===== src/design/adcsc_pkg.sv =====
package adcsc_pkg;
   // Register byte offsets on the Avalon slave
   localparam logic [5:0] OFS_CTRL_STATUS = 6'h00;
   localparam logic [5:0] OFS_POWER_CTRL = 6'h04;
   localparam logic [5:0] OFS_RESULT0 = 6'h08;
   localparam logic [5:0] OFS_INT_STATUS = 6'h1c;
   localparam logic [5:0] OFS_INT_MASK = 6'h20;
   // Field positions in conv_ctrl_status
   localparam int POS_END_FLAG = 7;
   localparam int POS_START = 6;
   localparam int POS_IRQ_EN = 5;
   localparam int POS_CLK_LSB = 3;
   localparam int POS_CHAN_LSB = 0;
   // Field positions in conv_power_ctrl
   localparam int POS_POWER_SAVE = 0;
   localparam int POS_CAL_DONE = 1;
   // Result placement
   localparam int RES_BITS = 10;
   localparam int RES_SHIFT = 6;
   localparam int NUM_CHAN = 5;
   // Reset values
   localparam logic [7:0] RST_CTRL_STATUS = 8'h00;
   localparam logic RST_POWER_SAVE = 1'b1;
   localparam logic [15:0] RST_RESULT = 16'h0000;
   // Clock select codes
   localparam logic [1:0] CKS_DIV8 = 2'h0;
   localparam logic [1:0] CKS_DIV4 = 2'h1;
   localparam logic [1:0] CKS_DIV2 = 2'h2;
   localparam logic [1:0] CKS_TIMER = 2'h3;
   // Timing
   localparam int CLK_HZ = 20000000;
   localparam int T_CAL_MS = 22;
   localparam int CAL_CYCLES = T_CAL_MS * (CLK_HZ / 1000);
   // Conversion sequencer states
   typedef enum logic [2:0]
   {
      SAR_IDLE = 3'b001,
      SAR_SAMPLE = 3'b010,
      SAR_CONV = 3'b100
   } adcsc_sar_state_t;
endpackage


===== src/design/adcsc_top.sv =====
// Chosen here: the Avalon-MM register port and the address map.
`timescale 1ns/1ns
//////////////////////////////////////////////////////////////////////////////
// Overview of operation
// - Ten-bit successive approximation result per sample
// - Conversion end raises end interrupt request
// - Interrupt passes only while enable bit set
// - Start only after calibration done reads one
// - Channel codes 000 to 100 select inputs
// - Clock codes divide eight, four, two, timer
// - Start bit high while running, self clears
// - Result in bits 15..6 of channel register
module adcsc_top
   import adcsc_pkg::*;
#(
   parameter int CAL_CYCLES_P = CAL_CYCLES
)
(
   // Clock and reset
   input wire logic ref_clk_i,
   input wire logic rst_i,
   // Avalon-MM slave
   input wire logic [5:0] avs_address_i,
   input wire logic avs_read_i,
   input wire logic avs_write_i,
   input wire logic [31:0] avs_writedata_i,
   output logic [31:0] avs_readdata_o,
   output logic avs_waitrequest_o,
   // Interrupt
   output logic irq_o,
   // Converter analog front end
   input wire logic timer_tick_i,
   input wire logic comp_i,
   output logic [2:0] chan_mux_o,
   output logic [RES_BITS-1:0] dac_code_o,
   output logic sample_o,
   output logic power_down_o
);
   // Control and status
   logic end_flag_reg, end_flag_next;
   logic start_reg, start_next;
   logic irq_en_reg, irq_en_next;
   logic [1:0] clk_sel_reg, clk_sel_next;
   logic [2:0] chan_reg, chan_next;
   logic [2:0] conv_chan_reg, conv_chan_next;
   logic power_save_reg, power_save_next;
   logic cal_done_reg, cal_done_next;
   logic [31:0] cal_cnt_reg, cal_cnt_next;
   logic int_stat_reg, int_stat_next;
   logic int_mask_reg, int_mask_next;
   logic irq_reg, irq_next;
   logic [15:0] result_reg [NUM_CHAN];
   // Bus
   logic ack_reg, ack_next;
   logic wait_reg, wait_next;
   logic [31:0] rdata_reg, rdata_next;
   // Converter clock
   logic [2:0] div_reg, div_next;
   logic tick;
   logic sar_start, sar_abort, sar_done;
   logic [RES_BITS-1:0] sar_result;
   logic wr_en;
   logic [7:0] ctrl_rd;

   //////////////////////////////////////////////////////////////////////////
   // Bus handshake: every access answers one cycle after it is seen
   assign wr_en = avs_write_i & ack_reg;
   assign ctrl_rd = {end_flag_reg, start_reg, irq_en_reg, clk_sel_reg, chan_reg};

   always_comb
   begin
      ack_next = (avs_read_i | avs_write_i) & ~ack_reg;
      // Own flop for waitrequest so the pin carries no gate after the register
      wait_next = ~ack_next;
      rdata_next = rdata_reg;
      if (avs_read_i & ~ack_reg)
      begin
         rdata_next = 32'h0000_0000;
         case (avs_address_i)
            OFS_CTRL_STATUS: rdata_next[7:0] = ctrl_rd;
            OFS_POWER_CTRL:
            begin
               rdata_next[POS_POWER_SAVE] = power_save_reg;
               rdata_next[POS_CAL_DONE] = cal_done_reg;
            end
            OFS_INT_STATUS: rdata_next[0] = int_stat_reg;
            OFS_INT_MASK: rdata_next[0] = int_mask_reg;
            default:
            begin
               // Result window; anything unmapped reads zero
               for (int i = 0; i < NUM_CHAN; i++)
               begin
                  if (avs_address_i == OFS_RESULT0 + 6'(4 * i))
                  begin
                     rdata_next[15:0] = result_reg[i];
                  end
               end
            end
         endcase
      end
   end

   // Bus registers
   always_ff @(posedge ref_clk_i or posedge rst_i)
   begin
      if (rst_i)
      begin
         ack_reg <= 1'b0;
         wait_reg <= 1'b1;
         rdata_reg <= 32'h0000_0000;
      end
      else
      begin
         ack_reg <= ack_next;
         wait_reg <= wait_next;
         rdata_reg <= rdata_next;
      end
   end

   //////////////////////////////////////////////////////////////////////////
   // Converter clock enable from the system clock or the timer
   always_comb
   begin
      div_next = div_reg + 3'h1;
      tick = 1'b0;
      case (clk_sel_reg)
         CKS_DIV8: tick = (div_reg == 3'h7);
         CKS_DIV4: tick = (div_reg[1:0] == 2'h3);
         CKS_DIV2: tick = div_reg[0];
         CKS_TIMER: tick = timer_tick_i;
         default: tick = 1'b0;
      endcase
      // Restart the divider with each conversion so the first period is whole
      if (sar_start)
      begin
         div_next = 3'h0;
      end
   end

   // Divider register
   always_ff @(posedge ref_clk_i or posedge rst_i)
   begin
      if (rst_i)
      begin
         div_reg <= 3'h0;
      end
      else
      begin
         div_reg <= div_next;
      end
   end

   //////////////////////////////////////////////////////////////////////////
   // Power save, calibration and control register
   assign sar_start = wr_en && avs_address_i == OFS_CTRL_STATUS && avs_writedata_i[POS_START]
                      && !start_reg && !power_save_reg && cal_done_reg;
   assign sar_abort = wr_en && avs_address_i == OFS_CTRL_STATUS && !avs_writedata_i[POS_START];

   always_comb
   begin
      power_save_next = power_save_reg;
      cal_done_next = cal_done_reg;
      cal_cnt_next = cal_cnt_reg;
      end_flag_next = end_flag_reg;
      start_next = start_reg;
      irq_en_next = irq_en_reg;
      clk_sel_next = clk_sel_reg;
      chan_next = chan_reg;
      conv_chan_next = conv_chan_reg;
      int_stat_next = int_stat_reg;
      int_mask_next = int_mask_reg;
      if (wr_en && avs_address_i == OFS_POWER_CTRL)
      begin
         power_save_next = avs_writedata_i[POS_POWER_SAVE];
      end
      // Calibration restarts whenever the converter is powered down
      if (power_save_reg)
      begin
         cal_cnt_next = 32'h0000_0000;
         cal_done_next = 1'b0;
      end
      else if (!cal_done_reg)
      begin
         cal_cnt_next = cal_cnt_reg + 32'h0000_0001;
         if (cal_cnt_reg == 32'(CAL_CYCLES_P - 1))
         begin
            cal_done_next = 1'b1;
         end
      end
      if (wr_en && avs_address_i == OFS_CTRL_STATUS)
      begin
         // Fields are frozen mid-conversion so the running sample stays coherent
         if (!start_reg)
         begin
            irq_en_next = avs_writedata_i[POS_IRQ_EN];
            clk_sel_next = avs_writedata_i[POS_CLK_LSB +: 2];
            chan_next = avs_writedata_i[POS_CHAN_LSB +: 3];
         end
         if (!avs_writedata_i[POS_END_FLAG])
         begin
            end_flag_next = 1'b0;
         end
         if (sar_abort)
         begin
            start_next = 1'b0;
         end
      end
      if (sar_start)
      begin
         start_next = 1'b1;
         conv_chan_next = avs_writedata_i[POS_CHAN_LSB +: 3];
      end
      if (wr_en && avs_address_i == OFS_INT_STATUS && avs_writedata_i[0])
      begin
         int_stat_next = 1'b0;
      end
      if (wr_en && avs_address_i == OFS_INT_MASK)
      begin
         int_mask_next = avs_writedata_i[0];
      end
      // Set beats clear when the end lands on a clearing write
      if (sar_done)
      begin
         start_next = 1'b0;
         end_flag_next = 1'b1;
         int_stat_next = 1'b1;
      end
      irq_next = int_stat_next & int_mask_next & irq_en_next;
   end

   // Control registers
   always_ff @(posedge ref_clk_i or posedge rst_i)
   begin
      if (rst_i)
      begin
         power_save_reg <= RST_POWER_SAVE;
         cal_done_reg <= 1'b0;
         cal_cnt_reg <= 32'h0000_0000;
         end_flag_reg <= RST_CTRL_STATUS[POS_END_FLAG];
         start_reg <= RST_CTRL_STATUS[POS_START];
         irq_en_reg <= RST_CTRL_STATUS[POS_IRQ_EN];
         clk_sel_reg <= RST_CTRL_STATUS[POS_CLK_LSB +: 2];
         chan_reg <= RST_CTRL_STATUS[POS_CHAN_LSB +: 3];
         conv_chan_reg <= 3'h0;
         int_stat_reg <= 1'b0;
         int_mask_reg <= 1'b0;
         irq_reg <= 1'b0;
      end
      else
      begin
         power_save_reg <= power_save_next;
         cal_done_reg <= cal_done_next;
         cal_cnt_reg <= cal_cnt_next;
         end_flag_reg <= end_flag_next;
         start_reg <= start_next;
         irq_en_reg <= irq_en_next;
         clk_sel_reg <= clk_sel_next;
         chan_reg <= chan_next;
         conv_chan_reg <= conv_chan_next;
         int_stat_reg <= int_stat_next;
         int_mask_reg <= int_mask_next;
         irq_reg <= irq_next;
      end
   end

   //////////////////////////////////////////////////////////////////////////
   // Result registers, one per channel, written with the end flag
   for (genvar g = 0; g < NUM_CHAN; g++)
   begin : g_res
      logic [15:0] res_next;
      always_comb
      begin
         res_next = result_reg[g];
         if (sar_done && conv_chan_reg == 3'(g))
         begin
            res_next = {sar_result, {RES_SHIFT{1'b0}}};
         end
      end
      always_ff @(posedge ref_clk_i or posedge rst_i)
      begin
         if (rst_i)
         begin
            result_reg[g] <= RST_RESULT;
         end
         else
         begin
            result_reg[g] <= res_next;
         end
      end
   end

   //////////////////////////////////////////////////////////////////////////
   // Successive approximation engine
   adcsc_sar u_sar
   (
      .ref_clk_i(ref_clk_i),
      .rst_i(rst_i),
      .tick_i(tick),
      .start_i(sar_start),
      .abort_i(sar_abort),
      .comp_i(comp_i),
      .trial_o(dac_code_o),
      .sample_o(sample_o),
      .busy_o(),
      .done_o(sar_done),
      .result_o(sar_result)
   );

   // Outputs straight from flops
   assign avs_readdata_o = rdata_reg;
   assign avs_waitrequest_o = wait_reg;
   assign irq_o = irq_reg;
   assign chan_mux_o = conv_chan_reg;
   assign power_down_o = power_save_reg;
endmodule


===== src/design/adcsc_sar.sv =====
`timescale 1ns/1ns
module adcsc_sar
   import adcsc_pkg::*;
(
   // Clock and reset
   input wire logic ref_clk_i,
   input wire logic rst_i,
   // Control
   input wire logic tick_i,
   input wire logic start_i,
   input wire logic abort_i,
   // Analog side
   input wire logic comp_i,
   output logic [RES_BITS-1:0] trial_o,
   output logic sample_o,
   // Results
   output logic busy_o,
   output logic done_o,
   output logic [RES_BITS-1:0] result_o
);
   adcsc_sar_state_t state_reg, state_next;
   logic [RES_BITS-1:0] code_reg, code_next;
   logic [3:0] idx_reg, idx_next;
   logic done_reg, done_next;
   logic [RES_BITS-1:0] res_reg, res_next;
   logic [RES_BITS-1:0] decided;

   ////////////////////////////////////////////////////////////////////////
   // Binary search: one bit decided per converter clock tick
   always_comb
   begin
      state_next = state_reg;
      code_next = code_reg;
      idx_next = idx_reg;
      done_next = 1'b0;
      res_next = res_reg;
      decided = code_reg;
      decided[idx_reg] = comp_i;
      case (state_reg)
         SAR_IDLE:
         begin
            if (start_i)
            begin
               state_next = SAR_SAMPLE;
            end
         end
         SAR_SAMPLE:
         begin
            // Hold the input for one full divided clock, or until the next timer tick, before trials
            if (abort_i)
            begin
               state_next = SAR_IDLE;
            end
            else if (tick_i)
            begin
               state_next = SAR_CONV;
               idx_next = 4'(RES_BITS - 1);
               code_next = {1'b1, {(RES_BITS-1){1'b0}}};
            end
         end
         SAR_CONV:
         begin
            if (abort_i)
            begin
               state_next = SAR_IDLE;
               code_next = '0;
            end
            else if (tick_i)
            begin
               if (idx_reg == 4'h0)
               begin
                  state_next = SAR_IDLE;
                  res_next = decided;
                  done_next = 1'b1;
                  code_next = '0;
               end
               else
               begin
                  code_next = decided;
                  code_next[idx_reg - 4'h1] = 1'b1;
                  idx_next = idx_reg - 4'h1;
               end
            end
         end
         default:
         begin
            state_next = SAR_IDLE;
         end
      endcase
   end

   // Sequencer registers
   always_ff @(posedge ref_clk_i or posedge rst_i)
   begin
      if (rst_i)
      begin
         state_reg <= SAR_IDLE;
         code_reg <= '0;
         idx_reg <= 4'h0;
         done_reg <= 1'b0;
         res_reg <= '0;
      end
      else
      begin
         state_reg <= state_next;
         code_reg <= code_next;
         idx_reg <= idx_next;
         done_reg <= done_next;
         res_reg <= res_next;
      end
   end

   assign trial_o = code_reg;
   // One-hot bit of the sample state, taken straight from its flop
   assign sample_o = state_reg[1];
   assign busy_o = (state_reg != SAR_IDLE);
   assign done_o = done_reg;
   assign result_o = res_reg;
endmodule


===== config.mk =====
export PLATFORM = sky130hd
export DESIGN_NAME = adcsc_top
export DESIGN_NICKNAME = d
export VERILOG_FILES = /design/src/design/adcsc_pkg.sv /design/src/design/adcsc_top.sv /design/src/design/adcsc_sar.sv
export SDC_FILE = /design/constraint.sdc
export NUM_CORES = 1
export LEC_CHECK = 0
export ABC_CLOCK_PERIOD_IN_PS = 6200
export BUFFER_PORTS_ARGS = -buffer_cell sky130_fd_sc_hd__clkbuf_2
export CORE_ASPECT_RATIO = 0.7
export CORE_MARGIN = 2
export CORE_UTILIZATION = 35
export CTS_CLUSTER_DIAMETER = 50
export DETAILED_ROUTE_END_ITERATION = 10
export PLACE_DENSITY_LB_ADDON = 0.12
export SYNTH_ARGS = -nofsm -noshare
export SYNTH_HDL_FRONTEND = slang
export SYNTH_SLANG_ARGS = --single-unit

===== constraint.sdc =====
create_clock -name ref_clk_i -period 6.2 [get_ports ref_clk_i]
set_input_delay 0.62 -clock ref_clk_i [delete_from_list [all_inputs] [get_ports ref_clk_i]]
set_output_delay 0.62 -clock ref_clk_i [all_outputs]
set_load 0.03 [all_outputs]

After elaboration in Yosys (flattened, before gate mapping)
Cells that the tools add are included.
{"block": "op_classes", "n_eq_ne": 32, "n_reduce_logical": 38, "n_lt_le_gt_ge": 4, "n_mul": 0, "div_mod_pow": 0, "bitwise": 11, "shift": 0, "mux": 56, "addsub": 3}
{"cell": "16-bit two-way mux", "count": 5}
{"cell": "32-bit two-way mux", "count": 2}
{"cell": "10-bit two-way mux", "count": 5}
{"cell": "32-bit by 1-bit adder with 32-bit output, second input constant", "count": 1}
{"cell": "32-bit by 19-bit == test with 1-bit output, second input constant", "count": 1}
{"cell": "6-bit by 5-bit == test with 1-bit output, second input constant", "count": 4}
{"cell": "1-bit two-way mux", "count": 21}
{"cell": "3-bit two-way mux", "count": 7}
{"cell": "4-bit two-way mux", "count": 5}
{"cell": "10-bit one-hot mux with 2 select lines", "count": 1}
{"cell": "1-bit logical AND", "count": 17}
{"cell": "2-bit != test, second input constant", "count": 7}
{"cell": "6-bit by 4-bit == test with 1-bit output, second input constant", "count": 2}
{"cell": "6-bit one-hot mux with 2 select lines", "count": 1}
{"cell": "4-bit AND reduction", "count": 3}
{"cell": "10-bit bitwise mux", "count": 1}
{"cell": "4-bit by 5-bit < comparator with 1-bit output, second input constant", "count": 2}
{"cell": "10-bit OR", "count": 1}
{"cell": "3-bit by 2-bit == test with 1-bit output, second input constant", "count": 3}
{"cell": "3-bit == test, second input constant", "count": 3}
{"cell": "3-bit one-hot mux with 3 select lines", "count": 1}
{"cell": "1-bit demux with 4-bit select", "count": 2}
{"cell": "4-bit by 1-bit >= comparator with 1-bit output, second input constant", "count": 2}
{"cell": "8-bit two-way mux", "count": 1}
{"cell": "28 further kinds", "count": 46}
{"block": "word_totals", "ram_bits": 0, "latch_bits": 0, "reg_bits": 147, "in_bits": 44, "elab_cells": 170, "mem_bits_ro": 0, "mem_count": 0, "output_inout_bits": 49}

Logic depth before layout (Yosys ltp)
{"block": "logic_depth", "word_depth": 10, "ltp_mapped": 8, "depth_no_buf": 7}

Hierarchy
From an unflattened synthesis, not the netlist that was laid out.
{"block": "hier_totals", "cells_unflattened": 693, "hier_area_um2": 7448.4}
{"mod": "adcsc_top", "area_per_inst_um2": 5763.0, "instances": 1, "cells_per_inst": 517, "seq_area_each_um2": 2980.4}
{"mod": "adcsc_sar", "area_per_inst_um2": 1685.4, "instances": 1, "cells_per_inst": 176, "seq_area_each_um2": 701.9}

Least setup slack after synthesis
Ideal clock, no wire load.
{"block": "synth_path", "path_kind": "in2reg", "startpoint": "input avs_address_i[5]", "endpoint": "register conv_chan_reg[0], in the netlist chan_mux_o[0]", "path_slack_ns": 3.757, "path_buffers": 2, "setup_ns": 0.127, "arrival_ns": 2.316, "required_time_ns": 6.073, "path_stages": 6, "cell_sequence": "buf_6 > or4_4 > nor4_4 > and4b_1 > buf_4 > mux2_1"}
{"block": "synth_between", "elab_chain_cells": 6}
{"element": "start: declaration", "line_no": "adcsc_top.sv:23", "source": "input wire logic [5:0] avs_address_i,"}
{"element": "6-bit logical NOT", "line_no": "adcsc_top.sv:155", "source": "assign sar_start = wr_en && avs_address_i == OFS_CTRL_STATUS && avs_writedata_i[POS_START]"}
{"element": "1-bit logical AND (2 in a row)", "line_no": "adcsc_top.sv:155"}
{"element": "1-bit logical AND (3 in a row)", "line_no": "adcsc_top.sv:156", "source": "&& !start_reg && !power_save_reg && cal_done_reg;"}
{"element": "end signal: assignment", "line_no": "adcsc_top.sv:259", "source": "conv_chan_reg <= conv_chan_next;"}
{"element": "end: declaration", "line_no": "adcsc_top.sv:45", "source": "logic [2:0] conv_chan_reg, conv_chan_next;"}
No other way between the ends.
A chain may end at the register's enable or synchronous reset.

Worst setup path after layout
{"block": "layout_path", "startpoint": "register power_save_reg, in the netlist power_down_o", "endpoint": "register cal_cnt_reg[19]"}
{"block": "layout_between", "elab_chain_cells": 1, "word_cells_on_any_way": 2, "cone_classes": "1 x eq/ne; 1 x mux"}
{"element": "start: declaration", "line_no": "adcsc_top.sv:46", "source": "logic power_save_reg, power_save_next;"}
{"element": "start signal: assignment", "line_no": "adcsc_top.sv:251", "source": "power_save_reg <= power_save_next;"}
{"element": "2-bit != test (no source line) or 32-bit two-way mux (tied branches)"}
{"element": "end signal: assignment", "line_no": "adcsc_top.sv:253", "source": "cal_cnt_reg <= cal_cnt_next;"}
{"element": "end: declaration", "line_no": "adcsc_top.sv:48", "source": "logic [31:0] cal_cnt_reg, cal_cnt_next;"}
Parallel ways exist; a longest one is shown, timed or not.

==> flow_metrics.py <==
metrics = {
    "global_route": {
        "globalRouteTotalUtil": 0.176,
        "grt_pass1_wl_mm": 30.3,
        "grt_max_degree": 94,
        "overflow": 0,
        "grt_pass1_vias": 5440,
        "grt_antenna_before_repair": 0,
    },
    "cts": {
        "path_clk_slew_ns": 0.06,
        "clock_latency_ns": 0.42,
        "cts_hold_buffers": 0,
        "htree_levels": 4,
        "ctsResizeCount": 0,
        "cts_buffers": 17,
        "clockBufferDepth": 2,
        "cts_tree": "yes",
        "cts-root-buf": "clkbuf_16",
        "cts_sinks": 147,
        "post_cts_buffers": 0,
    },
    "yosys": {
        "synth_edf_count": 0,
        "ys_ff_latch": 147,
        "syn_area_mm2": 0.00736,
        "synthCells": 725,
        "yosys_most_used_dff": "dfrtp_1",
        "synth_mux_area_frac": 0.112,
        "synth_compound_area_frac": 0.110,
        "async_flop_share": 1.00,
        "synth_cell_type_count": 61,
        "syn_avg_cell_area_um2": 10.2,
        "yosys.area_share.simple": 0.182,
        "synthAdderAreaFrac": 0.0170,
        "synthXorXnorAreaFrac": 0.0333,
        "ys_seq_area_frac": 0.500,
        "yosys_warnings": 0,
        "synth_top_family_by_area": "simple AND/OR/NAND/NOR gates",
    },
    "setup_path": {
        "slowest_stage": "dfstp_2",
        "arrival_ns": 3.14,
        "reg2reg_depth": 5,
        "ff2ff_setup_slack_ns": 3.34,
        "required_ns": 6.48,
        "worstSetupPathType": "flop to flop",
        "path_cells": "nand2b_1 > nand4_1 > nor4_1 > xnor2_1 > nor2_1",
        "max_stage_delay_ns": 0.98,
        "cp-startpoint": "power_down_o$_DFFE_PP1P_",
        "crit_buf_inv": 0,
        "crit_fanout": 38,
        "path_delay_family": "simple AND/OR/NAND/NOR gates",
        "r2r_end": "cal_cnt_reg[19]$_DFFE_PP0P_",
        "start_kind": "flop",
        "rr_startpoint": "power_down_o$_DFFE_PP1P_",
        "critPathCaptureType": "flop",
    },
    "sta": {
        "timing.final.crit_share": 0.461,
        "max_freq_mhz": 350,
        "setup_viol": 0,
        "skew_ns": 0.0164,
        "slew_violations": 0,
        "hold_viol": 0,
        "maxSlewHeadroom": 0.266,
        "tightestPinTransition_ns": 1.09,
        "tns_ns": 0,
        "fin_crit_ns": 2.86,
        "holdWs_ns": 0.373,
        "rsz0062_at_grt": "false",
    },
    "hold_path": {
        "hold_path.class": "input pin to async pin",
    },
    "detailed_routing": {
        "viasPerCell": 5.26,
        "route.detailed.wl_per_inst_um": 17.9,
        "drtPass1Iterations": 5,
        "vias": 5533,
        "drtIter0Drc": 343,
        "wl_mm": 18.8,
        "ant_nets": 0,
        "drc": 0,
    },
    "finish": {
        "drive_gt1_frac": 0.213,
        "mostFrequentLayoutCells": "144 x dfrtp_1, 82 x nand2_1, 59 x mux2_2",
        "diodes": 0,
        "fin_cells": 1051,
        "largest_reg_flops": 50,
        "final_common_cell": "dfrtp_1",
        "nNetsFinal": 816,
        "fin_util": 0.409,
        "area_growth_syn_to_layout_pct": 14.9,
    },
    "die": {
        "rows": 44,
        "io_pins": 93,
        "core-area_mm2": 0.0207,
        "start_util": 0.356,
        "die_y_um": 125,
        "die_area_mm2": 0.0222,
        "dieWidth_um": 177,
    },
    "power_and_ir_drop": {
        "power_density_mw_per_mm2": 289,
        "p_leak_nw": 3.86,
        "vdd_drop_max_mv": 0.171,
    },
    "outcome": {
        "status": "complete, no violations",
    },
    "place": {
        "dpl.hpwl_mm": 12.9,
        "portBuffers": 52,
        "gp_congestion": 0.809,
        "dpl.cell_count": 1019,
    },
    "run": {
        "maxCapViolCount": 0,
    },
}
-- worst max path at each step --
stage	cells after the start	end
3_5_place_dp	5	chan_mux_o[0]$_DFFE_PP0P_
5_1_grt	5	cal_cnt_reg[29]$_DFFE_PP0P_
6_report	5	cal_cnt_reg[19]$_DFFE_PP0P_
4_1_cts	5	cal_cnt_reg[19]$_DFFE_PP0P_
3_3_place_gp	5	avs_readdata_o[14]$_DFFE_PP0P_
2_1_floorplan	1	ack_reg$_DFF_PP0_
-- power by group --
part | switching [mW] | internal (mW)
combinational | 0.180 | 0.0939
clock | 0.428 | 0.690
sequential | 0.0557 | 0.997
-- kinds of logic (layout without fill, tap and decap cells) --
group	after synthesis	after routing
other	1	16
and+or+nand+nor	265	265
xor gates and xnor gates	28	28
muxes	73	73
adders and majority gates	10	10
buffers and inverters	67	102
DFF	147	147
AOI/OAI and AO/OA	134	134
-- per-stage QoR --
| stage | area [um^2] | setup WS (ns) | total power, mW |
|---|---|---|---|
| after detailed placement | 7810 | 3.18 | 1.34 |
| after CTS | 8460 | 3.39 | 2.47 |
| after floorplan | 7420 | 1.63 | 1.27 |
| final | 8460 | 3.34 | 2.44 |
| after global placement | 7810 | 3.20 | 1.33 |
| after global routing | 8460 | 3.15 | 2.56 |
-- worst register-to-register path, stage by stage, from the launching register on --
cell and delay, ns:
dfstp_2 0.98, nand2b_1 0.31, nand4_1 0.62, nor4_1 0.59
xnor2_1 0.17, nor2_1 0.05
-- layout make-up --
class,count,area (um^2)
flip-flops and latches,147,3680
clock inverters,14,204
inverters,15,61.3
multi-input cells,526,3440
fillers,2020,12200
clock buffers,18,439
well taps,276,345
repair buffers,55,283
-- synthesized netlist by cell type, types with 3 or more instances --
library cell | instances | area, um^2
and3_1 | 6 | 37.5
nor2_1 | 51 | 191
xnor2_1 | 24 | 210
buf_2 | 4 | 20.0
nor4_1 | 11 | 68.8
dfstp_2 | 3 | 78.8
nand2_1 | 82 | 308
a21boi_0 | 3 | 22.5
mux2_1 | 3 | 33.8
mux2_2 | 59 | 664
dfrtp_1 | 144 | 3600
mux2i_1 | 10 | 100
nand2b_1 | 9 | 56.3
and4_1 | 3 | 26.3
a31oi_1 | 4 | 25.0
or3_1 | 5 | 31.3
o22ai_1 | 11 | 68.8
nor2b_1 | 14 | 87.6
nor3_1 | 14 | 70.1
o31ai_1 | 3 | 22.5
a21o_1 | 4 | 30.0
o21ai_0 | 49 | 245
o21bai_1 | 7 | 52.6
xor2_1 | 4 | 35.0
nor4b_1 | 5 | 43.8
inv_1 | 15 | 56.3
nand3b_1 | 4 | 30.0
nand4_1 | 13 | 81.3
a32oi_1 | 4 | 35.0
or2_2 | 4 | 25.0
nand3_1 | 31 | 155
clkbuf_1 | 28 | 105
buf_4 | 17 | 128
ha_1 | 10 | 125
a21oi_1 | 33 | 165
-- per-layer routing --
metal | GRT usage | vias up | wire, um
met5 | 0 | - | 0
met1 | 0.278 | 2749 | 9900
met2 | 0.239 | 164 | 7830
li1 | - | 2614 | -
met3 | 0.0459 | 6 | 975
met4 | 0.0342 | 0 | 79
(Power assumes the default switching activity.)
